--- src/pkg/wdt_consts.svh ---
// Offsets, field positions and counts of the watchdog timeout unit.
`ifndef WDT_CONSTS_SVH
`define WDT_CONSTS_SVH
`define WDT_IDX_SERVICE 16'hFFFF
`define WDT_IDX_CONFIG 16'hFFF0
`define WDT_IDX_CAUSE 16'hFFF1
`define WDT_IDX_MASK 16'hFFF2
`define WDT_ADDR_W 18
`define WDT_IDX_W 16
`define WDT_PRE_W 12
`define WDT_CNT_W 6
`define WDT_LONG_STAGE 11
`define WDT_SHORT_STAGE 6
`define WDT_SVC_KEEP_LO 4
`define WDT_RST_PULSE 32
`define WDT_POR_CYCLES 4096
`define WDT_POR_W 13
`define WDT_CFG_W 3
`define WDT_CFG_TSEL 0
`define WDT_CFG_DIS 1
`define WDT_CFG_STOPDIS 2
`define WDT_CAUSE_W 2
`define WDT_CAUSE_WDOG 0
`define WDT_CAUSE_ILOP 1
`define WDT_CFG_RESET 3'h0
`define WDT_RESP_OKAY 2'h0
`define WDT_RESP_SLVERR 2'h2
`define WDT_VEC_LO 8'h00
`endif

--- src/pkg/wdt_pkg.sv ---
// Types shared by the watchdog timeout unit.
`include "wdt_consts.svh"
package wdt_pkg;
	typedef enum logic [1:0] {
		WDT_RUN = 2'b01,
		WDT_STOP = 2'b10
	} wdt_pwr_t;

	typedef struct packed {
		wdt_pwr_t pwr;
		logic [`WDT_CNT_W-1:0] wd_cnt;
		logic [`WDT_POR_W-1:0] por_cnt;
		logic por_done;
		logic [`WDT_CFG_W-1:0] cfg;
		logic [`WDT_CAUSE_W-1:0] cause;
		logic [`WDT_CAUSE_W-1:0] mask;
		logic aw_have;
		logic [`WDT_IDX_W-1:0] aw_idx;
		logic w_have;
		logic [7:0] w_data;
		logic w_strb0;
		logic bvalid;
		logic [1:0] bresp;
		logic rvalid;
		logic [31:0] rdata;
		logic [1:0] rresp;
		logic wdog_req;
		logic ilop_req;
	} wdt_state_t;
endpackage : wdt_pkg

--- src/hdl/wdt_top.sv ---
// Watchdog timeout unit with its AXI4-Lite register slave.
// Notes on behaviour
// - 6-bit counter fed by 12-bit prescaler.
// - Unserviced overflow requests a system reset.
// - Select 1 short period, 0 long; reset clears.
// - Any service write clears counter, upper prescaler.
// - Service address reads vector byte, no servicing.
// - Overflow drives reset pin 32 ticks, flags cause.
// - Prescaler cleared 4096 ticks after power-up.
// - Internal reset clears prescaler and counter.
// - Reset vector fetch clears the prescaler.
// - Disable bit set means never a watchdog reset; an illegal stop still resets.
// - Timeout raises the CPU interrupt when its cause bit is unmasked.
// - Monitor mode with test voltage disables.
// - Counting continues during wait mode.
// - Stop gates oscillator ticks, clears prescaler.
// - Stop disabled makes stop an illegal reset.
// - Break with test voltage on reset disables.
`timescale 1ns/1ns
`default_nettype none
module wdt_top
	import wdt_pkg::*;
#(
	parameter int RST_PULSE = `WDT_RST_PULSE,
	parameter int POR_CYCLES = `WDT_POR_CYCLES,
	parameter logic [7:0] VEC_LO = `WDT_VEC_LO
) (
	input wire logic aclk,
	input wire logic aresetn,
	input wire logic [`WDT_ADDR_W-1:0] s_axi_awaddr,
	input wire logic s_axi_awvalid,
	output logic s_axi_awready,
	input wire logic [31:0] s_axi_wdata,
	input wire logic [3:0] s_axi_wstrb,
	input wire logic s_axi_wvalid,
	output logic s_axi_wready,
	output logic [1:0] s_axi_bresp,
	output logic s_axi_bvalid,
	input wire logic s_axi_bready,
	input wire logic [`WDT_ADDR_W-1:0] s_axi_araddr,
	input wire logic s_axi_arvalid,
	output logic s_axi_arready,
	output logic [31:0] s_axi_rdata,
	output logic [1:0] s_axi_rresp,
	output logic s_axi_rvalid,
	input wire logic s_axi_rready,
	input wire logic internal_osc_clock_tick,
	input wire logic internal_reset,
	input wire logic vector_fetch,
	input wire logic monitor_mode,
	input wire logic test_high_voltage_irq,
	input wire logic test_high_voltage_rst,
	input wire logic break_active,
	input wire logic stop_exec,
	input wire logic stop_wake,
	output logic stop_mode,
	output logic wdog_reset_req,
	output logic illegal_op_reset,
	output logic rst_pin_out,
	output logic rst_pin_oe,
	output logic irq
);
	wdt_state_t s_r;
	wdt_state_t s_nxt;

	logic [`WDT_PRE_W-1:0] pre_cnt;
	logic osc_run;
	logic wd_off;
	logic roll;
	logic wd_ovf;
	logic commit;
	logic service;
	logic por_clr;
	logic stop_enter;
	logic pre_clr_all;
	logic [`WDT_PRE_W-1:0] stage_mask;
	logic [`WDT_IDX_W-1:0] ar_idx;

	if (POR_CYCLES < 1 || POR_CYCLES >= (1 << `WDT_POR_W)
		|| RST_PULSE < 1) begin : g_chk
		$error("wdt_top: power-up or pulse count out of range");
	end

	// Oscillator ticks pass only outside stop; wait mode does not gate.
	assign osc_run = internal_osc_clock_tick && (s_r.pwr == WDT_RUN);
	assign wd_off = s_r.cfg[`WDT_CFG_DIS]
		|| (monitor_mode
		&& (test_high_voltage_irq || test_high_voltage_rst))
		|| (break_active && test_high_voltage_rst);
	// The selected stage decides the period.
	assign stage_mask = s_r.cfg[`WDT_CFG_TSEL]
		? `WDT_PRE_W'((2 << `WDT_SHORT_STAGE) - 1)
		: `WDT_PRE_W'((2 << `WDT_LONG_STAGE) - 1);
	assign roll = osc_run && (&(pre_cnt | ~stage_mask));
	// Overflow after the last rollover of the 6-bit counter.
	assign wd_ovf = roll && (&s_r.wd_cnt) && !wd_off && s_r.por_done
		&& !internal_reset;
	assign commit = s_r.aw_have && s_r.w_have && !s_r.bvalid;
	assign service = commit && (s_r.aw_idx == `WDT_IDX_SERVICE);
	assign por_clr = !s_r.por_done && internal_osc_clock_tick
		&& (s_r.por_cnt == `WDT_POR_W'(POR_CYCLES - 1));
	assign stop_enter = stop_exec && (s_r.pwr == WDT_RUN)
		&& !s_r.cfg[`WDT_CFG_STOPDIS];
	assign pre_clr_all = por_clr || internal_reset
		|| vector_fetch
		|| stop_enter;
	assign ar_idx = s_axi_araddr[`WDT_ADDR_W-1:2];

	wdt_prescaler #(
		.W(`WDT_PRE_W),
		.KEEP_LO(`WDT_SVC_KEEP_LO)
	) u_pre (
		.aclk(aclk),
		.aresetn(aresetn),
		.tick(osc_run),
		.clr_all(pre_clr_all),
		.clr_hi(service),
		.count(pre_cnt)
	);

	wdt_pulse_stretch #(
		.LEN(RST_PULSE)
	) u_rst (
		.aclk(aclk),
		.aresetn(aresetn),
		.start(wd_ovf),
		.tick(internal_osc_clock_tick),
		.active(rst_pin_oe)
	);

	always_comb begin
		s_nxt = s_r;
		s_nxt.wdog_req = wd_ovf;
		s_nxt.ilop_req = stop_exec && (s_r.pwr == WDT_RUN)
			&& s_r.cfg[`WDT_CFG_STOPDIS];
		if (!s_r.por_done && internal_osc_clock_tick) begin
			s_nxt.por_cnt = s_r.por_cnt + `WDT_POR_W'(1);
			s_nxt.por_done = por_clr;
		end
		// Counter is held at zero while disabled so it restarts fresh.
		if (internal_reset || service || wd_off) begin
			s_nxt.wd_cnt = '0;
		end else if (roll && s_r.por_done) begin
			s_nxt.wd_cnt = s_r.wd_cnt + `WDT_CNT_W'(1);
		end
		case (s_r.pwr)
			WDT_RUN: begin
				if (stop_enter) begin
					s_nxt.pwr = WDT_STOP;
				end
			end
			WDT_STOP: begin
				if (stop_wake) begin
					s_nxt.pwr = WDT_RUN;
				end
			end
			default: begin
				s_nxt.pwr = WDT_RUN;
			end
		endcase
		if (s_axi_awvalid && s_axi_awready) begin
			s_nxt.aw_have = 1'b1;
			s_nxt.aw_idx = s_axi_awaddr[`WDT_ADDR_W-1:2];
		end
		if (s_axi_wvalid && s_axi_wready) begin
			s_nxt.w_have = 1'b1;
			s_nxt.w_data = s_axi_wdata[7:0];
			s_nxt.w_strb0 = s_axi_wstrb[0];
		end
		if (s_r.bvalid && s_axi_bready) begin
			s_nxt.bvalid = 1'b0;
		end
		if (commit) begin
			s_nxt.aw_have = 1'b0;
			s_nxt.w_have = 1'b0;
			s_nxt.bvalid = 1'b1;
			s_nxt.bresp = `WDT_RESP_OKAY;
			if (s_r.aw_idx == `WDT_IDX_SERVICE) begin
				s_nxt.bresp = `WDT_RESP_OKAY;
			end else if (s_r.aw_idx == `WDT_IDX_CONFIG) begin
				if (s_r.w_strb0) begin
					s_nxt.cfg = s_r.w_data[`WDT_CFG_W-1:0];
				end
			end else if (s_r.aw_idx == `WDT_IDX_MASK) begin
				if (s_r.w_strb0) begin
					s_nxt.mask = s_r.w_data[`WDT_CAUSE_W-1:0];
				end
			end else if (s_r.aw_idx == `WDT_IDX_CAUSE) begin
				if (s_r.w_strb0) begin
					s_nxt.cause = s_r.cause
						& ~s_r.w_data[`WDT_CAUSE_W-1:0];
				end
			end else begin
				s_nxt.bresp = `WDT_RESP_SLVERR;
			end
		end
		// A new cause wins over a clear arriving in the same cycle.
		s_nxt.cause[`WDT_CAUSE_WDOG] = s_nxt.cause[`WDT_CAUSE_WDOG]
			|| wd_ovf;
		s_nxt.cause[`WDT_CAUSE_ILOP] = s_nxt.cause[`WDT_CAUSE_ILOP]
			|| s_nxt.ilop_req;
		if (s_r.rvalid && s_axi_rready) begin
			s_nxt.rvalid = 1'b0;
		end
		if (s_axi_arvalid && s_axi_arready) begin
			s_nxt.rvalid = 1'b1;
			s_nxt.rresp = `WDT_RESP_OKAY;
			s_nxt.rdata = '0;
			if (ar_idx == `WDT_IDX_SERVICE) begin
				s_nxt.rdata = {24'h000000, VEC_LO};
			end else if (ar_idx == `WDT_IDX_CONFIG) begin
				s_nxt.rdata = 32'(s_r.cfg);
			end else if (ar_idx == `WDT_IDX_CAUSE) begin
				s_nxt.rdata = 32'(s_r.cause);
			end else if (ar_idx == `WDT_IDX_MASK) begin
				s_nxt.rdata = 32'(s_r.mask);
			end else begin
				s_nxt.rresp = `WDT_RESP_SLVERR;
			end
		end
	end

	// Cause and configuration survive the internal reset on purpose, so
	// software can tell after the restart why the system went down.
	always_ff @(posedge aclk) begin
		if (!aresetn) begin
			s_r <= '0;
			s_r.pwr <= WDT_RUN;
			s_r.cfg <= `WDT_CFG_RESET;
		end else begin
			s_r <= s_nxt;
		end
	end

	assign s_axi_awready = !s_r.aw_have && !s_r.bvalid;
	assign s_axi_wready = !s_r.w_have && !s_r.bvalid;
	assign s_axi_bvalid = s_r.bvalid;
	assign s_axi_bresp = s_r.bresp;
	assign s_axi_arready = !s_r.rvalid;
	assign s_axi_rvalid = s_r.rvalid;
	assign s_axi_rdata = s_r.rdata;
	assign s_axi_rresp = s_r.rresp;
	assign stop_mode = (s_r.pwr == WDT_STOP);
	assign wdog_reset_req = s_r.wdog_req;
	assign illegal_op_reset = s_r.ilop_req;
	assign rst_pin_out = 1'b0;
	// The line reports reset causes only; a timeout itself is a reset.
	assign irq = |(s_r.cause & s_r.mask);

	// Counts oscillator ticks while the reset pin is driven low.
	logic [7:0] pin_ticks;
	always_ff @(posedge aclk) begin
		if (!aresetn || !rst_pin_oe) begin
			pin_ticks <= 8'h00;
		end else if (internal_osc_clock_tick) begin
			pin_ticks <= pin_ticks + 8'h01;
		end
	end
endmodule : wdt_top
`default_nettype wire

--- src/hdl/wdt_prescaler.sv ---
// Prescaler counter with full clear and clear of the upper stages.
`timescale 1ns/1ns
`default_nettype none
module wdt_prescaler #(
	parameter int W = 12,
	parameter int KEEP_LO = 4
) (
	input wire logic aclk,
	input wire logic aresetn,
	input wire logic tick,
	input wire logic clr_all,
	input wire logic clr_hi,
	output logic [W-1:0] count
);
	typedef struct packed {
		logic [W-1:0] cnt;
	} wdt_pre_t;

	localparam logic [W-1:0] LO_MASK = W'((1 << KEEP_LO) - 1);

	wdt_pre_t s_r;
	wdt_pre_t s_nxt;

	if (W < 2 || KEEP_LO < 0 || KEEP_LO >= W) begin : g_chk
		$error("wdt_prescaler: unusable width or kept stages");
	end

	always_comb begin
		s_nxt = s_r;
		if (clr_all) begin
			s_nxt.cnt = '0;
		end else if (clr_hi) begin
			s_nxt.cnt = s_r.cnt & LO_MASK;
		end else if (tick) begin
			s_nxt.cnt = s_r.cnt + W'(1);
		end
	end

	always_ff @(posedge aclk) begin
		if (!aresetn) begin
			s_r <= '0;
		end else begin
			s_r <= s_nxt;
		end
	end

	assign count = s_r.cnt;
endmodule : wdt_prescaler
`default_nettype wire

--- src/hdl/wdt_pulse_stretch.sv ---
// Holds an output for a fixed number of oscillator ticks after a start.
`timescale 1ns/1ns
`default_nettype none
module wdt_pulse_stretch #(
	parameter int LEN = 32
) (
	input wire logic aclk,
	input wire logic aresetn,
	input wire logic start,
	input wire logic tick,
	output logic active
);
	localparam int CW = $clog2(LEN + 1);

	typedef struct packed {
		logic [CW-1:0] cnt;
		logic act;
	} wdt_str_t;

	wdt_str_t s_r;
	wdt_str_t s_nxt;

	if (LEN < 1) begin : g_chk
		$error("wdt_pulse_stretch: length must be at least one");
	end

	always_comb begin
		s_nxt = s_r;
		if (start) begin
			s_nxt.act = 1'b1;
			s_nxt.cnt = '0;
		end else if (s_r.act && tick) begin
			if (s_r.cnt == CW'(LEN - 1)) begin
				s_nxt.act = 1'b0;
			end
			s_nxt.cnt = s_r.cnt + CW'(1);
		end
	end

	always_ff @(posedge aclk) begin
		if (!aresetn) begin
			s_r <= '0;
		end else begin
			s_r <= s_nxt;
		end
	end

	assign active = s_r.act;
endmodule : wdt_pulse_stretch
`default_nettype wire

--- config.mk ---
export PLATFORM = sky130hd
export DESIGN_NAME = wdt_top
export DESIGN_NICKNAME = d
export VERILOG_FILES = /design/src/pkg/wdt_pkg.sv /design/src/hdl/wdt_top.sv /design/src/hdl/wdt_prescaler.sv /design/src/hdl/wdt_pulse_stretch.sv
export VERILOG_INCLUDE_DIRS = /design/src /design/src/pkg
export SDC_FILE = /design/constraint.sdc
export NUM_CORES = 1
export LEC_CHECK = 0
export ABC_CLOCK_PERIOD_IN_PS = 2700
export BUFFER_PORTS_ARGS = -buffer_cell sky130_fd_sc_hd__buf_2
export CORE_UTILIZATION = 25
export CTS_BUF_LIST = sky130_fd_sc_hd__clkbuf_16
export CTS_CLUSTER_SIZE = 12
export DETAILED_ROUTE_END_ITERATION = 10
export GPL_TIMING_DRIVEN = 0
export SYNTH_ARGS = -nofsm -noshare
export SYNTH_HDL_FRONTEND = slang
export SYNTH_SLANG_ARGS = --single-unit
--- constraint.sdc ---
create_clock -name aclk -period 2.7 [get_ports aclk]
set_input_delay 0.54 -clock aclk [delete_from_list [all_inputs] [get_ports aclk]]
set_output_delay 0.54 -clock aclk [all_outputs]
set_load 0.05 [all_outputs]
==> metrics.yaml, run 1 <==
cts.clk_slew.worst_paths_ps: 60
worstSetupPathType: "register to register"
initial_core_util_pct: 25.5
wl_met2_um: 3580
placed_area_um2: 4530
fin_crit_ps: 2060
period_share_pct: 76.2
wl_met1_um: 4450
start_kind: "register"
num_rows: 45
postSynthCellCount: 465
grt_overflow_total: 0
hold_class: "primary input to register"
die_y_um: 126
ios: 135
die_area_um2: 15900
critical_path_arrival_ps: 2250
r2r_start: "s_r[75]"
synthesis.area_um2: 3860
wl_per_cell_um: 11.4
finalSetupViolations: 0
hold-path-endpoint: "s_axi_rvalid"
synth.avg_cell_area_um2: 8.29
slew_viol_final: 0
hold_buffers: 0
grt_antenna_before_repair: 0
fp.dieW_um: 126
port_buffers: 65
cts_root_buf: "clkbuf_16"
fin_area_um2: 4830
fin_nets: 664
clock_path_buffers: 2
maxSlewHeadroom_pct: 45.3
post_cts_buffers: 0
postSynth.asyncResetShare_pct: 0
cts_resized: 0
dr.pass1.iters: 4
post_drt_via_cell_ratio: 4.42
worst_slew_pin_slew_ps: 809
drive_above_1_share_pct: 22.4
met3WireLength_um: 538
h-tree-depth: 3
yosys_warnings: 0
ff2ff_setup_slack_ps: 640
end_kind: "register"
cap_violations: 0
max_freq_mhz: 486
finalHoldViolations: 0
synth_edf_count: 0
grt_max_degree: 15
hold_start: "s_axi_rready"
rsz0062_at_grt: "no"
yosysUniqueCellTypes: 53
place_ws_ps: 362
antenna_left: 0
drt_first_iter_violations: 152
cts_sinks: 79
insertedDiodeCount: 0
cp_max_fo: 10
hpwlAfterDp_um: 6620
cts_tree: "done"
power-per-cell-area_nw_per_um2: 579
worstPathRequired_ps: 2900
seq_area_frac_synth_pct: 41.0
core_um2: 15100
peakVddDrop_mv: 0.316
top_layer_used: "met4"
hold_path_depth: 2
globalplace.congestion: 0.781
hold_ws_ps: 383
outcome: "finished, final reports clean"
clk_latency_ps: 340
rr_endpoint: "u_pre.count[8]"
vias: 3385
grt_usage_pct: 11.2
cts_buffers: 9
area_growth_pct: 25.3
fin_ws_ps: 643
p_leak_nw: 1.90
grt_pass1_vias: 2914
synth_ff_type: "dfxtp_1"
ys_seq_elements: 79
worstRegToRegCells: 6
setup_tns_ps: 0
grt_pass1_wl_um: 14100
drcViolationCount: 0
wl_um: 8690
fin_skew_ps: 8.38
## worst max path at each step
| stage | from | depth (start not counted) | slack, ps | endpoint |
|---|---|---|---|---|
| floorplan | s_axi_bvalid | 6 | 430 | s_r[63] |
| global placement | internal_osc_clock_tick | 6 | 390 | u_rst.s_r[4] |
| detailed placement | internal_osc_clock_tick | 6 | 360 | u_rst.s_r[6] |
| CTS | s_r[75] | 6 | 600 | u_pre.count[9] |
| global route | s_r[75] | 6 | 440 | u_pre.count[8] |
| finish | s_r[75] | 6 | 640 | u_pre.count[8] |
## worst max-delay path: stages, from the launching register on
cell and delay [ps]:
dfxtp_1 370, ha_1 200, and4b_1 190, clkbuf_1 200
nand4_1 370, o211ai_1 470, nor2_1 110
## area by class of cell
cell class / count / area (um2)
Clock buffer: 9 / 225
Clock inverter: 7 / 73.8
Tap cell: 188 / 235
Multi-Input combinational cell: 360 / 2030
Fill cell: 1623 / 10300
Sequential cell: 79 / 1580
Inverter: 6 / 22.5
Buffer: 51 / 335
Timing Repair Buffer: 65 / 325
## cells by family after synthesis
group,Yosys count,synth area share [%]
xor+xnor,21,4.77
flops,79,41.0
other cells,1,0.0972
compound gates,78,11.9
mux,13,3.37
buf+inv,57,9.28
simple gates,212,28.3
fa+ha+maj,4,1.30
## cell usage in the layout, fill, tap and decap left out, types with 6 or more instances in the layout
cell type,synthesis,routed
buf_2,1,66
clkbuf_1,9,9
or4_1,6,6
nor2_1,46,46
nor2b_1,7,7
xnor2_1,14,14
nand3_1,19,19
o31ai_1,7,7
nor3_1,7,7
mux2i_1,13,13
xor2_1,7,7
nand2_1,66,66
conb_1,1,32
buf_4,38,38
nand3b_1,8,8
clkbuf_16,0,9
a21oi_1,42,42
nand4_1,18,18
dfxtp_1,79,79
o21ai_0,16,16
## metal layers
layer	GRT usage [%]	vias up
met1	15.1	1499
met5	0	-
met3	3.44	11
met4	3.61	0
li1	-	1787
met2	17.0	88
## cells in the mapped netlist, types with 4 or more instances
cell type,n,area share (%)
a21oi_1,42,5.5
buf_4,38,7.4
clkbuf_1,9,0.88
dfxtp_1,79,41
ha_1,4,1.3
inv_1,5,0.49
mux2i_1,13,3.4
nand2_1,66,6.4
nand3_1,19,2.5
nand3b_1,8,1.6
nand4_1,18,2.9
nor2_1,46,4.5
nor2b_1,7,1.1
nor3_1,7,0.91
nor4_1,5,0.81
o21ai_0,16,2.1
o31ai_1,7,1.4
or3_1,5,0.81
or4_1,6,1.2
xnor2_1,14,3.2
xor2_1,7,1.6
## per-stage QoR
stage / util (%) / cells / power (W)
after CTS: 31.9 / 765 / 0.00283
final: 31.9 / 765 / 0.00280
after detailed placement: 29.9 / 749 / 0.00161
after global routing: 31.9 / 765 / 0.00292
after floorplan: - / 496 / 0.00152
after global placement: 29.9 / 749 / 0.00161
## sequential cells by signal, summed over array words and instances, names as in the netlist
| register | count |
|---|---|
| u_rst.active | 1 |
| u_pre.count | 12 |
| s_axi_rvalid | 1 |
| s_axi_bresp | 1 |
| illegal_op_reset | 1 |
| s_r | 51 |
| s_axi_bvalid | 1 |
| wdog_reset_req | 1 |
| s_axi_rdata | 3 |
| s_axi_rresp | 1 |
| u_rst.s_r | 6 |
## where the power goes
group	switching, W	total [W]	leakage (nW)	internal [W]
Clock	0.000494	0.00121	0.145	0.000717
Combinational	0.000237	0.000352	1.12	0.000115
Sequential	0.0000335	0.00123	0.641	0.00120
No activity file was read; power rests on OpenSTA's default activity.
==> run 2: changes to the inputs <==
ABC_CLOCK_PERIOD_IN_PS = 1900   (was 2700)
clock period = 1.9 ns   (was 2.7 ns; I/O delays follow)
==> run 2 against run 1 <==
Net effect:
- routed wire length is 1.8% higher
- clock-buffer cell count stayed put
- first-iteration DRC count decreased by 11%
- die area is the same
- core utilization increased by 0.93 points
- setup slack worse by 590 ps
- maximum frequency rose by 11%
- sequential cell count stayed put
- worst hold slack got worse by 150 ps
- critical endpoint is now s_r[70]
- largest cell class unchanged
==> metrics.yaml, run 2 (synthesis gave the netlist of run 1 again) <==
outcome: "finished, final reports clean"
fin_skew_ps: 7.90  # -0.474 ps
grt_pass1_wl_um: 14800  # +4.5%
fin_nets: 671  # +1.1%
p_leak_nw: 1.98  # +4.0%
fin_crit_ps: 1850  # -211 ps
antenna_left: 0  # unchanged
cap_violations: 0  # unchanged
final_cell_mix: "dfxtp_1, nand2_1, buf_2, buf_4, nor2_1"
wl_um: 8850  # +1.8%
drcViolationCount: 0  # unchanged
post-route-util_pct: 32.8  # +0.93 points
hpwlAfterDp_um: 6680  # +0.96%
area_growth_pct: 29.0
worstSetupPathType: "register to register"
dr.pass1.iters: 4  # unchanged
cts_root_buf: "clkbuf_16"
period_share_pct: 97.1  # +21 points
peakVddDrop_mv: 0.500  # +58%
post_drt_via_cell_ratio: 4.44  # +0.23%
top_register: "s_r"
r2r_start: "s_r[64]"
initial_core_util_pct: 25.5  # unchanged
finalHoldViolations: 0  # unchanged
ios: 135  # unchanged
cp_max_fo: 4  # -6
globalplace.congestion: 0.761  # -2.6%
start_kind: "register"
rsz0062_at_grt: "no"
cts_sinks: 79  # unchanged
cpMaxStageDelayCell: "or4b_4"
clock_path_buffers: 2  # unchanged
vias: 3424  # +1.2%
cts_tree: "done"
h-tree-depth: 3  # unchanged
drt_first_iter_violations: 136  # -11%
worst_slew_pin_slew_ps: 576  # -233 ps
insertedDiodeCount: 0  # unchanged
cts.clk_slew.worst_paths_ps: 60  # about the same
die_area_um2: 15900  # unchanged
multi_input_area_um2: 2100  # +3.3%
power-per-cell-area_nw_per_um2: 813  # +40%
hold_ws_ps: 236  # -148 ps
setup_tns_ps: 0  # unchanged
largest_register_ffs: 51  # unchanged
hold_buffers: 0  # unchanged
place_ws_ps: -263  # -625 ps
fin_ws_ps: 54.5  # -589 ps
hold_class: "primary input to register"
port_buffers: 65  # unchanged
finalSetupViolations: 0  # unchanged
grt_antenna_before_repair: 0  # unchanged
final_common_cell: "dfxtp_1"
grt_overflow_total: 0  # unchanged
slew_viol_final: 0  # unchanged
critical_path_arrival_ps: 2080  # -170 ps
end_kind: "register"
grt_pass1_vias: 3072  # +5.4%
fp.dieW_um: 126  # unchanged
worstPathCellList: "nand4_4 -> or4b_4 -> or4_4 -> a31o_1"
hold_start: "s_axi_rready"
cts_buffers: 9  # unchanged
core_um2: 15100  # unchanged
grt_max_degree: 13  # -2
drive_above_1_share_pct: 25.9  # +3.5 points
slowest_delay_ps: 540  # +70 ps
cp-startpoint: "s_r[64]"
max_freq_mhz: 542  # +11%
grt_usage_pct: 11.7  # +0.47 points
power.total_w: 0.00404  # +45%
clk_latency_ps: 340  # about the same
register_area_um2: 1600  # +0.95%
num_rows: 45  # unchanged
nFillCells: 1610  # -0.80%
worstPathRequired_ps: 2130  # -770 ps
die_y_um: 126  # unchanged
maxSlewHeadroom_pct: 61.6  # +16 points
wl_per_cell_um: 11.5  # +0.91%
[run 2: cell count changes in the layout (fill, tap and decap cells not counted), sizes merged]
| cell | before | now |
|---|---|---|
| inv | 6 | 7 |
| bufinv | 1 | 2 |
| buf | 107 | 114 |
| clkinv | 5 | 4 |
| clkinvlp | 1 | 0 |
[run 2: worst paths after layout]
check	end	slack, ps	cells after the start
max	s_r[70]	50	4
min	s_axi_rvalid	240	2
max reg2reg	s_r[70]	50	4
min reg2reg	s_axi_rdata[2]	470	2
[run 2: per-stage QoR]
step           instance area (um2)  std cells
2_1_floorplan                 3980        496
3_5_place_dp                  4540        749
3_3_place_gp                  4540        749
6_report                      4970        772
4_1_cts                       4930        769
5_1_grt                       4970        772
[run 2: cell type report]
type	instances	area share, %
clock buffer	9	4.53
timing repair buffer	72	7.60
sequential	79	32.1
clock inverter	7	1.58
tap	188	4.73
buffer	51	6.79
inverter	6	0.453
multi-input combinational	360	42.2
[run 2: power breakdown]
group	switching, W	total (W)	internal [W]
sequential	0.0000516	0.00176	0.00171
combinational	0.000339	0.000510	0.000171
clock	0.000646	0.00177	0.00113
total	0.00104	0.00404	0.00301
[run 2: layer usage]
layer / vias up / wire length [um] / track usage [%]
li1: 1808 / - / -
met1: 1526 / 4470 / 15.3
met2: 79 / 3780 / 17.9
met3: 11 / 454 / 3.57
met4: 0 / 138 / 4.25
met5: - / 0 / 0
[run 2: critical path, delay by kind of cell (launching register included)]
kind	cells	cell delay, ps
DFF	1	350
AOI/OAI and AO/OA	1	220
and+or+nand+nor	3	1170
[run 2: what timing repair did]
action,in CTS,in global routing
pin swaps,4,5
setup endpoints to repair,24,22
buffers inserted,4,3
gates resized for setup,10,13
==> run 3: changes to the inputs <==
CTS_BUF_LIST = sky130_fd_sc_hd__clkbuf_4 sky130_fd_sc_hd__clkbuf_8   (was sky130_fd_sc_hd__clkbuf_16)
==> run 3 against run 2 <==
Net effect:
- non-clock buffer count stayed put
- worst hold slack got worse by 23 ps
- sequential cell count unchanged
- sequential share of layout area up 0.34 points
- largest power group is now registers
- register-to-register slack worse by 20 ps
- final area is 1.1% lower
- final cell count stayed put
==> metrics.yaml, run 3 (synthesis gave the netlist of run 1 again) <==
placed_area_um2: 4540  # unchanged
cts.clk_slew.worst_paths_ps: 80  # +20 ps
grt_antenna_before_repair: 0  # unchanged
seq_power_share_pct: 46.7  # +3.2 points
ios: 135  # unchanged
area_growth_pct: 27.6
h-tree-depth: 3  # unchanged
maxSlewHeadroom_pct: 60.8  # -0.74 points
outcome: "finished, final reports clean"
cts_buffers: 9  # unchanged
r2r_start: "s_r[64]"
globalplace.congestion: 0.761  # unchanged
grt_usage_pct: 11.6  # -0.091 points
peakVddDrop_mv: 0.320  # -36%
fp.dieW_um: 126  # unchanged
p_int_w: 0.00278  # -7.7%
critical_path_depth: 4  # unchanged
finalSetupViolations: 0  # unchanged
critical_path_buf_inv_count: 0  # unchanged
drive_above_1_share_pct: 26.9  # +1.0 points
worstRegToRegCells: 4  # unchanged
hold_path_depth: 2  # unchanged
fin_crit_ps: 1860  # +18.4 ps
hpwlAfterDp_um: 6680  # unchanged
p_leak_nw: 1.96  # -1.1%
rr_endpoint: "s_r[70]"
worstPathCellList: "nand4_4 -> or4b_4 -> or4_4 -> a31o_1"
cpMaxStageDelayCell: "or4b_4"
core_um2: 15100  # unchanged
die_area_um2: 15900  # unchanged
post_drt_via_cell_ratio: 4.45  # +0.26%
post-route-util_pct: 32.5  # -0.35 points
finalHoldViolations: 0  # unchanged
fin_area_um2: 4920  # -1.1%
worst_slew_pin_slew_ps: 587  # +11.1 ps
num_rows: 45  # unchanged
cts_sinks: 79  # unchanged
p_sw_w: 0.000986  # -4.9%
grt_pass1_vias: 3057  # -0.49%
drt_first_iter_violations: 132  # -2.9%
grt_max_degree: 13  # unchanged
vias: 3433  # +0.26%
fin_nets: 671  # unchanged
worstPathRequired_ps: 2160  # +30 ps
cp_max_fo: 5  # +1
critical_path_arrival_ps: 2120  # +40 ps
end_kind: "register"
grt_pass1_wl_um: 14700  # -0.19%
clock_path_buffers: 2  # unchanged
max_freq_mhz: 537  # -0.99%
p_comb_share_pct: 13.6  # +1.0 points
wl_um: 8870  # +0.27%
port_buffers: 65  # unchanged
top_register: "s_r"
start_kind: "register"
p_clk_share_pct: 39.7  # -4.2 points
worstSetupPathType: "register to register"
slowest_delay_ps: 540  # about the same
switching_share_pct: 26.2  # +0.56 points
initial_core_util_pct: 25.5  # unchanged
final_common_cell: "dfxtp_1"
period_share_pct: 98.1  # +0.97 points
ff2ff_setup_slack_ps: 40  # -20 ps
slew_viol_final: 0  # unchanged
cpLargestDelayFamily: "simple AND/OR/NAND/NOR gates"
cap_violations: 0  # unchanged
hold_start: "s_axi_rready"
largest_register_ffs: 51  # unchanged
cts_tree: "done"
nFillCells: 1621  # +0.68%
hold-path-endpoint: "s_axi_rvalid"
drcViolationCount: 0  # unchanged
clk_latency_ps: 360  # +20 ps
wl_per_cell_um: 11.5  # +0.27%
cts_root_buf: "clkbuf_8"
power-per-cell-area_nw_per_um2: 764  # -6.0%
antenna_left: 0  # unchanged
die_y_um: 126  # unchanged
grt_overflow_total: 0  # unchanged
hold_buffers: 0  # unchanged
final_cell_mix: "dfxtp_1, nand2_1, buf_2, buf_4, nor2_1"
insertedDiodeCount: 0  # unchanged
hold_class: "primary input to register"
fin_skew_ps: 12.3  # +4.44 ps
dr.pass1.iters: 4  # unchanged
run 3: what timing repair did:
action                                 4_1_cts  5_1_grt
endpoints found under the hold margin        0        0
buffers inserted                             4        3
resized for setup                           12       13
pin swaps                                    3        4
setup endpoints to repair                   24       26
run 3: area by class of cell:
| type | instances | area (um2) | area share (%) |
|---|---|---|---|
| plain buffers | 51 | 340 | 6.92 |
| well taps | 188 | 235 | 4.78 |
| clock buffers | 14 | 186 | 3.79 |
| flip-flops and latches | 79 | 1600 | 32.4 |
| multi-input cells | 360 | 2100 | 42.7 |
| repair buffers | 72 | 378 | 7.68 |
| clock inverters | 2 | 60.1 | 1.22 |
| inverters | 6 | 22.5 | 0.458 |
run 3: worst max path at each step:
stage	start	endpoint
finish	s_r[64]	s_r[70]
global route	s_r[64]	s_r[70]
CTS	s_r[60]	s_r[70]
detailed placement	internal_osc_clock_tick	u_rst.s_r[1]
global placement	internal_osc_clock_tick	u_rst.s_r[1]
floorplan	s_axi_bvalid	s_r[70]
run 3: routing by layer:
layer | wire length, um | vias up | share of wire, % | global-route usage (%)
met5 | 0 | - | 0 | 0
met4 | 124 | 0 | 1.4 | 4.04
met3 | 447 | 9 | 5.0 | 3.31
met2 | 3780 | 80 | 43 | 17.7
met1 | 4520 | 1543 | 51 | 15.5
li1 | - | 1801 | - | -
run 3: power groups by stage:
stage                     Combinational (W)  Clock [W]  Sequential [W]
final                              0.000511    0.00149         0.00176
after global routing               0.000554    0.00162         0.00176
after CTS                          0.000509    0.00154         0.00175
after detailed placement           0.000502          0         0.00179
after global placement             0.000500          0         0.00179
after floorplan                    0.000383          0         0.00179
run 3: metrics by stage:
step | cells | setup WS [ps] | hold WS (ps) | total power [W] | setup TNS [ps]
after floorplan | 496 | 36.0 | 444 | 0.00217 | 0
after global placement | 749 | -256 | 459 | 0.00229 | -3420
after detailed placement | 749 | -263 | 462 | 0.00229 | -3430
after CTS | 769 | 2.00 | 194 | 0.00380 | 0
after global routing | 772 | -5.61 | 199 | 0.00394 | -5.61
final | 772 | 36.1 | 213 | 0.00376 | 0
